[config.mk]
export PLATFORM = sky130hd
export DESIGN_NAME = adcrs_top
export DESIGN_NICKNAME = d
export VERILOG_FILES = /design/src/hdl/adcrs_pkg.sv /design/src/hdl/adcrs_result_mem.sv /design/src/hdl/adcrs_top.sv
export SDC_FILE = /design/constraint.sdc
export NUM_CORES = 1
export LEC_CHECK = 0
export CAP_MARGIN = 20
export CORE_MARGIN = 10
export CORE_UTILIZATION = 55
export DETAILED_ROUTE_END_ITERATION = 6
export DONT_BUFFER_PORTS = 1
export PLACE_DENSITY = 0.7
export SKIP_LAST_GASP = 1
export SYNTH_ARGS = -nofsm -noshare
export SYNTH_HDL_FRONTEND = slang
export SYNTH_SLANG_ARGS = --single-unit
[constraint.sdc]
create_clock -name I_SYS_CLK -period 5.7 [get_ports I_SYS_CLK]
set_clock_uncertainty 0.05 [all_clocks]
set_input_delay 0.57 -clock I_SYS_CLK [delete_from_list [all_inputs] [get_ports I_SYS_CLK]]
set_output_delay 0.57 -clock I_SYS_CLK [all_outputs]
set_load 0.01 [all_outputs]
[src/hdl/adcrs_pkg.sv]
package adcrs_pkg;

    // Bus geometry
    localparam int ADR_W   = 8;
    localparam int DAT_W   = 32;
    localparam int SEL_W   = 4;

    // Converter result geometry
    localparam int RES_W   = 10;
    localparam int CHAN_W  = 5;
    localparam int PAIRS   = 8;
    localparam int PIDX_W  = 3;
    localparam int HALF_W  = 8;

    // Register byte offsets
    localparam logic [ADR_W-1:0] MODE_OFS      = 8'h00;
    localparam logic [ADR_W-1:0] PAIR_BASE_OFS = 8'h20;
    localparam logic [ADR_W-1:0] PAIR_END_OFS  = 8'h5C;

    // Mode register field positions
    localparam int MODE_SCAN_BIT   = 0;
    localparam int MODE_REPEAT_BIT = 1;
    localparam int MODE_ITM_LO     = 2;
    localparam int MODE_ITM_HI     = 3;
    localparam int MODE_EOC_BIT    = 7;

    // Low half field positions
    localparam int LOW_OVR_BIT     = 0;
    localparam int LOW_STORED_BIT  = 1;
    localparam int LOW_DATA_LO     = 6;

    // Pair address decode: half select bit, index field start, word alignment
    localparam int         PAIR_HALF_BIT = 2;
    localparam int         PAIR_IDX_LO   = 3;
    localparam logic [1:0] WORD_ALIGN    = 2'h0;

    // Reset values
    localparam logic [1:0]       ITM_RST   = 2'h0;
    localparam logic [DAT_W-1:0] DAT_ZERO  = 32'h0000_0000;

    // Interrupt interval codes and last pair of each sequence
    localparam logic [1:0]        ITM_EACH   = 2'h0;
    localparam logic [1:0]        ITM_FOUR   = 2'h1;
    localparam logic [PIDX_W-1:0] LAST_EACH  = 3'h0;
    localparam logic [PIDX_W-1:0] LAST_FOUR  = 3'h3;
    localparam logic [PIDX_W-1:0] LAST_EIGHT = 3'h7;
    localparam logic [PIDX_W-1:0] PAIR_FIRST = 3'h0;
    localparam logic [PIDX_W-1:0] PAIR_STEP  = 3'h1;

    // One result handed over by the converter
    typedef struct packed {
        logic              valid;    // One-cycle strobe
        logic              seq_end;  // Last result of a single or scan sequence
        logic [CHAN_W-1:0] chan;     // Converted channel 0..23
        logic [RES_W-1:0]  data;     // Conversion value
    } adcrs_conv_type;

endpackage : adcrs_pkg

[src/hdl/adcrs_result_mem.sv]
module adcrs_result_mem
    import adcrs_pkg::*;
(
    input  wire logic              i_clk,     // System clock
    input  wire logic              i_rst_b,   // Async reset, active low
    input  wire logic              i_wr_en,   // Store strobe
    input  wire logic [PIDX_W-1:0] i_wr_idx,  // Pair being stored
    input  wire logic [RES_W-1:0]  i_wr_data, // Result value
    input  wire logic [PIDX_W-1:0] i_rd_idx,  // Pair being read
    output logic      [RES_W-1:0]  o_rd_data  // Registered read data
);

    logic [RES_W-1:0] mem_r [PAIRS];

    // Result storage
    always_ff @(posedge i_clk) begin
        if (i_wr_en) begin
            mem_r[i_wr_idx] <= i_wr_data;
        end
    end

    // Registered read port
    always_ff @(posedge i_clk or negedge i_rst_b) begin
        if (!i_rst_b) begin
            o_rd_data <= '0;
        end else begin
            o_rd_data <= mem_r[i_rd_idx];
        end
    end

endmodule : adcrs_result_mem

[src/hdl/adcrs_top.sv]
// How it works
// - Every normal result is stored into one of eight high/low result pairs 0..7.
// - Outside fixed-channel continuous mode, channel n lands in pair n modulo 8.
// - In fixed-channel continuous mode results fill consecutive pairs from pair 0.
// - With interval code 00 in that mode every result goes to pair 0.
// - With interval code 01 results fill pairs 0..3 in turn and wrap to 0.
// - With interval code 10 results fill pairs 0..7, the done event follows the eighth.
// - The end-of-conversion flag rises only once the specified pairs hold results.
// - Reading the mode register clears the end-of-conversion flag, unless a sequence ends in the same cycle.
// - The low half carries the overrun and stored flags; 0 and 1 mean valid.
// - A pair never read keeps both flags set while results keep coming.
module adcrs_top
    import adcrs_pkg::*;
(
    input  wire logic                         I_SYS_CLK,   // System clock 100 MHz
    input  wire logic                         I_RST_B,     // Async reset, active low
    input  wire logic                         I_WB_CYC,    // Wishbone cycle
    input  wire logic                         I_WB_STB,    // Wishbone strobe
    input  wire logic                         I_WB_WE,     // Wishbone write enable
    input  wire logic [adcrs_pkg::ADR_W-1:0]  I_WB_ADR,    // Wishbone byte address
    input  wire logic [adcrs_pkg::DAT_W-1:0]  I_WB_DAT,    // Wishbone write data
    input  wire logic [adcrs_pkg::SEL_W-1:0]  I_WB_SEL,    // Wishbone byte selects
    output logic      [adcrs_pkg::DAT_W-1:0]  O_WB_DAT,    // Wishbone read data
    output logic                              O_WB_ACK,    // Wishbone acknowledge
    input  wire adcrs_pkg::adcrs_conv_type    I_CONV,      // Result from converter
    output logic                              O_CONV_DONE, // Done event pulse
    output logic                              O_EOC_FLAG   // End-of-conversion flag
);
    import adcrs_pkg::*;

    logic                    scan_r;
    logic                    repeat_r;
    logic [1:0]              itm_r;
    logic                    eoc_r;
    logic [PIDX_W-1:0]       seq_r;
    logic [PAIRS-1:0]        stored_r;
    logic [PAIRS-1:0]        ovr_r;
    logic                    pend_r;
    logic                    ack_r;
    logic [DAT_W-1:0]        dat_r;
    logic                    done_r;
    logic [RES_W-1:0]        mem_rdata;
    logic                    req;
    logic                    ack_nxt;
    logic                    fixed_cont;
    logic [PIDX_W-1:0]       wr_idx;
    logic                    seq_last;
    logic                    seq_done;
    logic                    is_mode;
    logic                    is_pair;
    logic                    is_low;
    logic [PIDX_W-1:0]       rd_idx;
    logic                    mode_wr;
    logic                    mode_rd;
    logic                    low_rd;

    // Last pair of a fixed-channel continuous sequence
    function automatic logic [PIDX_W-1:0] last_pair(input logic [1:0] itm);
        unique case (itm)
            ITM_EACH: last_pair = LAST_EACH;
            ITM_FOUR: last_pair = LAST_FOUR;
            default:  last_pair = LAST_EIGHT;
        endcase
    endfunction : last_pair

    // Byte address to pair index
    function automatic logic [PIDX_W-1:0] pair_of(input logic [ADR_W-1:0] adr);
        logic [ADR_W-1:0] rel;
        rel     = adr - PAIR_BASE_OFS;
        pair_of = rel[PIDX_W+PAIR_IDX_LO-1:PAIR_IDX_LO];
    endfunction : pair_of

    // Pair index compare used by the per-pair flag updates
    function automatic logic pair_hit(input logic [PIDX_W-1:0] idx, input int k);
        pair_hit = (idx == PIDX_W'(k));
    endfunction : pair_hit

    // Bus decode
    assign req      = I_WB_CYC && I_WB_STB;
    assign ack_nxt  = req && pend_r && !ack_r;
    assign is_mode  = (I_WB_ADR == MODE_OFS);
    assign is_pair  = (I_WB_ADR >= PAIR_BASE_OFS) && (I_WB_ADR <= PAIR_END_OFS)
                      && (I_WB_ADR[PAIR_HALF_BIT-1:0] == WORD_ALIGN);
    assign is_low   = I_WB_ADR[PAIR_HALF_BIT];
    assign rd_idx   = pair_of(I_WB_ADR);
    assign mode_wr  = ack_nxt && I_WB_WE && is_mode && I_WB_SEL[0];
    assign mode_rd  = ack_nxt && !I_WB_WE && is_mode;
    assign low_rd   = ack_nxt && !I_WB_WE && is_pair && is_low;

    // Pair selection for the incoming result
    assign fixed_cont = repeat_r && !scan_r;
    assign wr_idx     = fixed_cont ? seq_r
                                   : I_CONV.chan[PIDX_W-1:0];
    // Sequence end: last pair of the interval, or the converter's end marker
    assign seq_last   = (seq_r == last_pair(itm_r));
    assign seq_done   = I_CONV.valid &&
                        (fixed_cont ? seq_last : I_CONV.seq_end);

    // Result storage
    adcrs_result_mem u_mem (
        .i_clk     (I_SYS_CLK),
        .i_rst_b   (I_RST_B),
        .i_wr_en   (I_CONV.valid),
        .i_wr_idx  (wr_idx),
        .i_wr_data (I_CONV.data),
        .i_rd_idx  (rd_idx),
        .o_rd_data (mem_rdata)
    );

    // Mode register fields
    always_ff @(posedge I_SYS_CLK or negedge I_RST_B) begin
        if (!I_RST_B) begin
            scan_r   <= 1'b0;
            repeat_r <= 1'b0;
            itm_r    <= ITM_RST;
        end else if (mode_wr) begin
            scan_r   <= I_WB_DAT[MODE_SCAN_BIT];
            repeat_r <= I_WB_DAT[MODE_REPEAT_BIT];
            itm_r    <= I_WB_DAT[MODE_ITM_HI:MODE_ITM_LO];
        end
    end

    // Fixed-channel sequence position, restarts on mode write
    always_ff @(posedge I_SYS_CLK or negedge I_RST_B) begin
        if (!I_RST_B) begin
            seq_r <= PAIR_FIRST;
        end else if (mode_wr || !fixed_cont) begin
            seq_r <= PAIR_FIRST;
        end else if (I_CONV.valid) begin
            if (seq_last) begin
                seq_r <= PAIR_FIRST;
            end else begin
                seq_r <= seq_r + PAIR_STEP;
            end
        end
    end

    // End-of-conversion flag, set wins over read clear
    always_ff @(posedge I_SYS_CLK or negedge I_RST_B) begin
        if (!I_RST_B) begin
            eoc_r <= 1'b0;
        end else if (seq_done) begin
            eoc_r <= 1'b1;
        end else if (mode_rd) begin
            eoc_r <= 1'b0;
        end
    end

    // Done event pulse
    always_ff @(posedge I_SYS_CLK or negedge I_RST_B) begin
        if (!I_RST_B) begin
            done_r <= 1'b0;
        end else begin
            done_r <= seq_done;
        end
    end

    // Per-pair stored flags; a store wins over a low-half read clear
    always_ff @(posedge I_SYS_CLK or negedge I_RST_B) begin
        if (!I_RST_B) begin
            stored_r <= '0;
        end else begin
            for (int k = 0; k < PAIRS; k++) begin
                if (I_CONV.valid && pair_hit(wr_idx, k)) begin
                    stored_r[k] <= 1'b1;
                end else if (low_rd && pair_hit(rd_idx, k)) begin
                    stored_r[k] <= 1'b0;
                end
            end
        end
    end

    // Per-pair overrun flags; a store onto a still-stored pair sets it
    always_ff @(posedge I_SYS_CLK or negedge I_RST_B) begin
        if (!I_RST_B) begin
            ovr_r <= '0;
        end else begin
            for (int k = 0; k < PAIRS; k++) begin
                if (I_CONV.valid && pair_hit(wr_idx, k)) begin
                    ovr_r[k] <= ovr_r[k] | stored_r[k];
                end else if (low_rd && pair_hit(rd_idx, k)) begin
                    ovr_r[k] <= 1'b0;
                end
            end
        end
    end

    // Two-step bus handshake: memory read, then answer
    always_ff @(posedge I_SYS_CLK or negedge I_RST_B) begin
        if (!I_RST_B) begin
            pend_r <= 1'b0;
            ack_r  <= 1'b0;
        end else begin
            pend_r <= req && !pend_r && !ack_r;
            ack_r  <= ack_nxt;
        end
    end

    // Read data capture; unmapped reads return zero
    always_ff @(posedge I_SYS_CLK or negedge I_RST_B) begin
        if (!I_RST_B) begin
            dat_r <= DAT_ZERO;
        end else if (ack_nxt) begin
            dat_r <= DAT_ZERO;
            if (is_mode) begin
                dat_r[MODE_SCAN_BIT]             <= scan_r;
                dat_r[MODE_REPEAT_BIT]           <= repeat_r;
                dat_r[MODE_ITM_HI:MODE_ITM_LO]   <= itm_r;
                dat_r[MODE_EOC_BIT]              <= eoc_r;
            end else if (is_pair && is_low) begin
                dat_r[HALF_W-1:LOW_DATA_LO]      <= mem_rdata[RES_W-HALF_W-1:0];
                dat_r[LOW_STORED_BIT]            <= stored_r[rd_idx];
                dat_r[LOW_OVR_BIT]               <= ovr_r[rd_idx];
            end else if (is_pair) begin
                dat_r[HALF_W-1:0]                <= mem_rdata[RES_W-1:RES_W-HALF_W];
            end
        end
    end

    // Outputs
    assign O_WB_ACK    = ack_r;
    assign O_WB_DAT    = dat_r;
    assign O_CONV_DONE = done_r;
    assign O_EOC_FLAG  = eoc_r;

endmodule : adcrs_top

## After elaboration in Yosys (flattened, before gate mapping)

Memory sizes are Yosys's and may differ from the RTL's. A register that Yosys moved wholly into a read port is not among the register bits.
Index checks and enable logic that the tools add are counted.
Widths: inputs -> output; s select.

| word-level totals | value |
|---|---|
| flip-flop bits (word level) | 35 |
| latch bits | 0 |
| RAM bits | 80 |
| memory bits (read-only) | 0 |
| bits of input ports | 66 |
| output and inout port bits | 35 |
| word-level logic and storage cells | 155 |
| memories | 1 |

| operators by class | value |
|---|---|
| add/sub/neg operators | 2 |
| multiply operators | 0 |
| divide/modulo/power cells | 0 |
| magnitude comparators | 3 |
| equal/unequal tests | 16 |
| shift operators | 0 |
| multiplexer cells | 45 |
| bitwise operators | 8 |
| reduce and logical (&&, ||, !) cells | 55 |

Memory list:

| memory | words | bits a word | rd ports | clocked after Yosys merged registers in | write ports | RTL line | source |
|---|---|---|---|---|---|---|---|
| u_mem.mem_r | 8 | 10 | 1 | 1 | 1 | adcrs_result_mem.sv:13 | `logic [RES_W-1:0] mem_r [PAIRS];` |

Operators by type and width:

| operator | count |
|---|---|
| $logic_and 1x1->1 | 33 |
| $mux 1 | 32 |
| $eq 3x3->1 const B | 8 |
| $reduce_bool 2->1 | 10 |
| $mux 3 | 5 |
| $eq 3x2->1 const B | 4 |
| $ge 8x6->1 const B | 1 |
| $le 8x7->1 const B | 1 |
| $logic_not 8->1 | 1 |
| $mux 4 | 2 |
| $mux 8 | 1 |
| $or 1x1->1 | 8 |
| $bmux 1 s3 | 2 |
| $eq 3x1->1 const B | 2 |
| $logic_not 1->1 | 6 |
| $logic_not 3->1 | 2 |
| $pmux 3 s2 | 1 |
| $sub 6x6->6 const B | 1 |
| $logic_not 2->1 | 2 |
| $lt 3x4->1 const B | 1 |
| $mux 2 | 2 |
| $add 3x1->3 const B | 1 |
| $eq 3x3->1 | 1 |
| $eq 2x1->1 const B | 1 |
| $logic_or 1x1->1 | 1 |

## Logic depth before layout (Yosys ltp)

| logic depth | value |
|---|---|
| depth after elaboration | 9 |
| mapped depth | 6 |

## Modules after synthesis

Synthesis repeated with hierarchy kept, for this count alone.

| unflattened totals | value |
|---|---|
| cell total of the unflattened synthesis | 351 |
| area, all modules | 5456.5 sq um |

Modules (own cells, without submodules):

| module | times used | cells each | area an instance (sq um) | seq. area each (sq um) |
|---|---|---|---|---|
| adcrs_result_mem | 1 | 138 | 3383.2 | 2652.5 |
| adcrs_top | 1 | 213 | 2073.2 | 875.8 |

## Worst setup path after synthesis

No wires, ideal clock.

| path | value |
|---|---|
| path kind | register to register |
| start | register scan_r |
| end | memory u_mem.mem_r[7][0], enable pin |
| library setup time | 378 ps |
| data arrival time | 1534 ps |
| path slack | 3738 ps |
| cell stages (with the launch flop) | 5 |
| path buffers | 1 |
| cell sequence | dfrtp_1 > nand2b_1 > buf_6 > mux2_4 > nor3b_2 |

| between the ends | value |
|---|---|
| word-level cells in the longest chain between the ends | 3 |

RTL lines:

| what | RTL line | source |
|---|---|---|
| start: declaration | adcrs_top.sv:31 | `logic scan_r;` |
| start signal: assignment | adcrs_top.sv:117 | `scan_r <= I_WB_DAT[MODE_SCAN_BIT];` |
| $logic_not 1->1 | adcrs_top.sv:91 | `assign fixed_cont = repeat_r && !scan_r;` |
| $logic_and 1x1->1 | adcrs_top.sv:91 |  |
| $mux 3 | adcrs_top.sv:92 | `assign wr_idx = fixed_cont ? seq_r` |
| end: declaration | adcrs_result_mem.sv:13 |  |

No other way between the ends.

## Final worst setup path

| path | value |
|---|---|
| start | register ack_r, in the netlist O_WB_ACK |
| end | register ovr_r[0] |

| between the ends | value |
|---|---|
| word-level cells in the longest chain between the ends | 7 |

RTL lines:

| what | RTL line | source |
|---|---|---|
| start: declaration | adcrs_top.sv:39 | `logic ack_r;` |
| start signal: assignment | adcrs_top.sv:195 | `ack_r <= ack_nxt;` |
| $logic_not 1->1 | adcrs_top.sv:80 | `assign ack_nxt = req && pend_r && !ack_r;` |
| $logic_and 1x1->1 | adcrs_top.sv:80 |  |
| $logic_and 1x1->1 (3 in a row) | adcrs_top.sv:88 | `assign low_rd = ack_nxt && !I_WB_WE && is_pair && is_low;` |
| $logic_and 1x1->1 | adcrs_top.sv:181 | `end else if (low_rd && pair_hit(rd_idx, k)) begin` |
| $reduce_bool 2->1 (no source line) | -- |  |
| end signal: indexed assignment | adcrs_top.sv:180 | `ovr_r[k] <= ovr_r[k] \| stored_r[k];` |
| end: declaration | adcrs_top.sv:37 | `logic [PAIRS-1:0] ovr_r;` |

No other way between the ends.
A chain may end at the register's enable or synchronous reset.

==> flow_summary.toml <==
[yosys]
yosys.area_share.simple_pct = 9.840
muxShareOfSynthArea_pct = 14.77
synth_cell_types = 55
synth-compound-area-share_pct = 4.909
yosysSeqAreaShare_pct = 64.38
synth_edf_count = 80
synth_xor_area_share_pct = 0.1598
synth.avg_cell_area_um2 = 16.41
synth.area.top_cells = "edfxtp_1 (44%), dfrtp_1 (21%), mux4_2 (4.9%)"
synth-adder-area-share_pct = 0.2283
synth_ff_type = "edfxtp_1"
ys_seq_elements = 125
syn_inst = 334
synth_top_family_by_area = "multiplexers"
synth_area_um2 = 5480
synth_largest_area_cell = "edfxtp_1"
synth.top_cell.area_share_pct = 43.84
yosys_warnings = 0
async_flop_share_pct = 36.00

[placed_design]
hpwl_um = 6599
gp_congestion = 0.8139
dp.cells = 454
port_buffers = 0

[clock_network]
clock_path_buffers = 2
cts_tree = "built"
cts_num_sinks = 125
ctsHoldBuffers = 2
cts_max_level = 4
clkSlewWorstSetupHoldPaths_ps = 60
cts_setup_buffers = 0
cts_resized = 0
numCtsBuffers = 17
root_buffer = "clkbuf_8"
clock_latency_ps = 520

[worst_setup_path]
path_class = "register to register"
cp.depth = 4
path_common_cell = "nand4b_1"
cp.arrival_ps = 2780
cp_slowest_cell = "nor2_1"
reg2reg_depth = 4
crit_path_max_fanout = 14
worst_ep_required_time_ps = 6060
cp-end-kind = "register"
worst-path-buf-inv = 0
setup.worst_path.start_class = "register"
r2r_end = "ovr_r[0]$_DFFE_PN0P_"
r2r_start = "O_WB_ACK$_DFF_PN0_"
crit_family = "simple AND/OR/NAND/NOR gates"
cp_cell_sequence = "nand4b_1 -> nor2_1 -> nand4b_1 -> a22o_1"
r2r_slack_ps = 3270
cp_slowest_stage_delay_ps = 690

[timing]
slew_headroom_pct = 50.86
timing.setup.tns_ps = 0
tightest_slew_ps = 737.1
fin_crit_sh_pct = 42.55
grt_setup_unrepaired = "false"
hold_violations = 0
fin_hold_ws_ps = 84.78
period_minus_slack_ps = 2425
fmax_mhz = 412.3
finalMaxSlewViolations = 0
setup_viol = 0

[global_route]
grt_pass1_vias = 2876
grt_max_degree = 46
grt_first_pass_wirelength_um = 16280
grt_antenna_before_repair = 0
gr-total-overflow = 0
grtUsageTotal_pct = 14.91

[finish]
layout.nets = 409
fin_cells = 488
drive_above_1_share_pct = 20.85
area_delta_synth_final_pct = 10.84
diodes = 0

[drt]
drtPass1Iterations = 7
via_count = 2764
routed_wl_um = 10450
drt_iter0_drc = 226
via_per_inst = 5.664
drt-wirelength-per-cell_um = 21.41
drcViolationCount = 0
postRouteAntennaNets = 0

[run]
maxCapViolations = 0

[hold_path]
holdPathStages = 0
hold_end = "u_mem.mem_r[5][3]$_DFFE_PP_"
hp-start = "I_CONV[3]"
hp-class = "input pin to register"

[floorplanning]
num_rows = 36
die_h_um = 119.8
pin_count = 101
initial_core_util_pct = 56.33
coreArea_um2 = 9729
die_w_um = 119.8
die-area_um2 = 14360

[run_status]
status = "finished, final reports clean"

[power_and_ir_drop]
power_density_nw_per_um2 = 355.6
peakVddDrop_v = 0.0003034
p_total_uw = 2160
p_leak_uw = 0.002238
-- synthesized netlist by cell type (4+ instances only) --
master     number
mux4_2         12
nand2_1        13
buf_6           4
mux2_1          4
mux4_1         10
mux2_4          9
edfxtp_1       80
nor2_1         15
nand4_1         6
clkbuf_1        5
o2bb2ai_1       4
nor3_1          6
buf_4          26
nand4b_1        5
a21o_1          7
or2_2           7
a22o_1          7
dfrtp_1        45
mux2i_1         4
-- cell families after synthesis --
kind of cell	count (synthesis)
DFF	125
and+or+nand+nor	85
muxes	43
buffers and inverters	43
AOI/OAI and AO/OA	35
adders and majority gates	1
other	1
xor gates and xnor gates	1
-- metal layers --
| layer | up-vias | wire length, um | GRT usage [%] |
|---|---|---|---|
| li1 | 1270 | - | - |
| met1 | 1396 | 4508 | 18.14 |
| met2 | 85 | 4997 | 23.31 |
| met4 | 0 | 133 | 5.354 |
| met5 | - | 0 | 0 |
| met3 | 13 | 810 | 6.423 |
-- worst reg2reg max path: stages, from the launching register on --
cell and delay [ps]:
dfrtp_1 430, nand4b_1 570, nor2_1 690, nand4b_1 270
a22o_1 300
-- area by class of cell --
| class | instances | area (um2) |
|---|---|---|
| fillers | 725 | 3655 |
| flip-flops and latches | 125 | 3528 |
| multi-input cells | 189 | 1729 |
| clock buffers | 17 | 414.1 |
| well taps | 133 | 166.4 |
| clock inverters | 15 | 161.4 |
| repair buffers | 5 | 60.06 |
| inverters | 4 | 15.01 |
-- placed cells by master (no fill, tap or decap), types with 4 or more instances in the layout --
master     Yosys  routed
a22o_1         7       7
clkinv_4       0       4
nand4b_1       5       5
mux2i_1        4       4
nor2_1        15      15
mux4_1        10      10
a21o_1         7       7
o2bb2ai_1      4       4
nor3_1         6       6
mux2_1         4       4
mux2_4         9       9
inv_6          0       4
clkbuf_16      0      16
nand4_1        6       6
dfrtp_1       45      45
nand2_1       13      13
conb_1         1      24
mux4_2        12      12
edfxtp_1      80      80
or2_2          7       7
-- flip-flops by register name (all words and copies together) (netlist names) --
signal and flops:
O_WB_ACK 1, O_EOC_FLAG 1, itm_r 2, repeat_r 1, stored_r 8, scan_r 1, u_mem.o_rd_data 10, O_CONV_DONE 1
u_mem.mem_r 80, ovr_r 8, seq_r 3, O_WB_DAT 8, pend_r 1
-- worst max-delay path by stage --
stage	startpoint	to	slack [ps]
floorplan	scan_r$_DFFE_PN0P_	u_mem.mem_r[7][0]$_DFFE_PP_	3740
global placement	scan_r$_DFFE_PN0P_	u_mem.mem_r[2][3]$_DFFE_PP_	3310
detailed placement	scan_r$_DFFE_PN0P_	u_mem.mem_r[0][3]$_DFFE_PP_	3260
CTS	scan_r$_DFFE_PN0P_	u_mem.mem_r[0][7]$_DFFE_PP_	3250
global route	O_WB_ACK$_DFF_PN0_	ovr_r[2]$_DFFE_PN0P_	3120
finish	O_WB_ACK$_DFF_PN0_	ovr_r[0]$_DFFE_PN0P_	3270
-- per-stage QoR --
stage	setup slack (ps)	util [%]	instance area, um2
3_5_place_dp	3264	56.13	5461
5_1_grt	3120	62.44	6075
3_3_place_gp	3313	56.13	5461
2_1_floorplan	3738	-	5567
4_1_cts	3248	62.44	6075
6_report	3275	62.44	6075
-- report_power, final --
part	internal [uW]	total (uW)	switching, uW
Sequential	1010	1030	25.3
Clock	628	1040	407
Combinational	49.2	93.2	44.0
Total	1680	2160	477
Note: power is estimated with default switching activity, not from simulation.
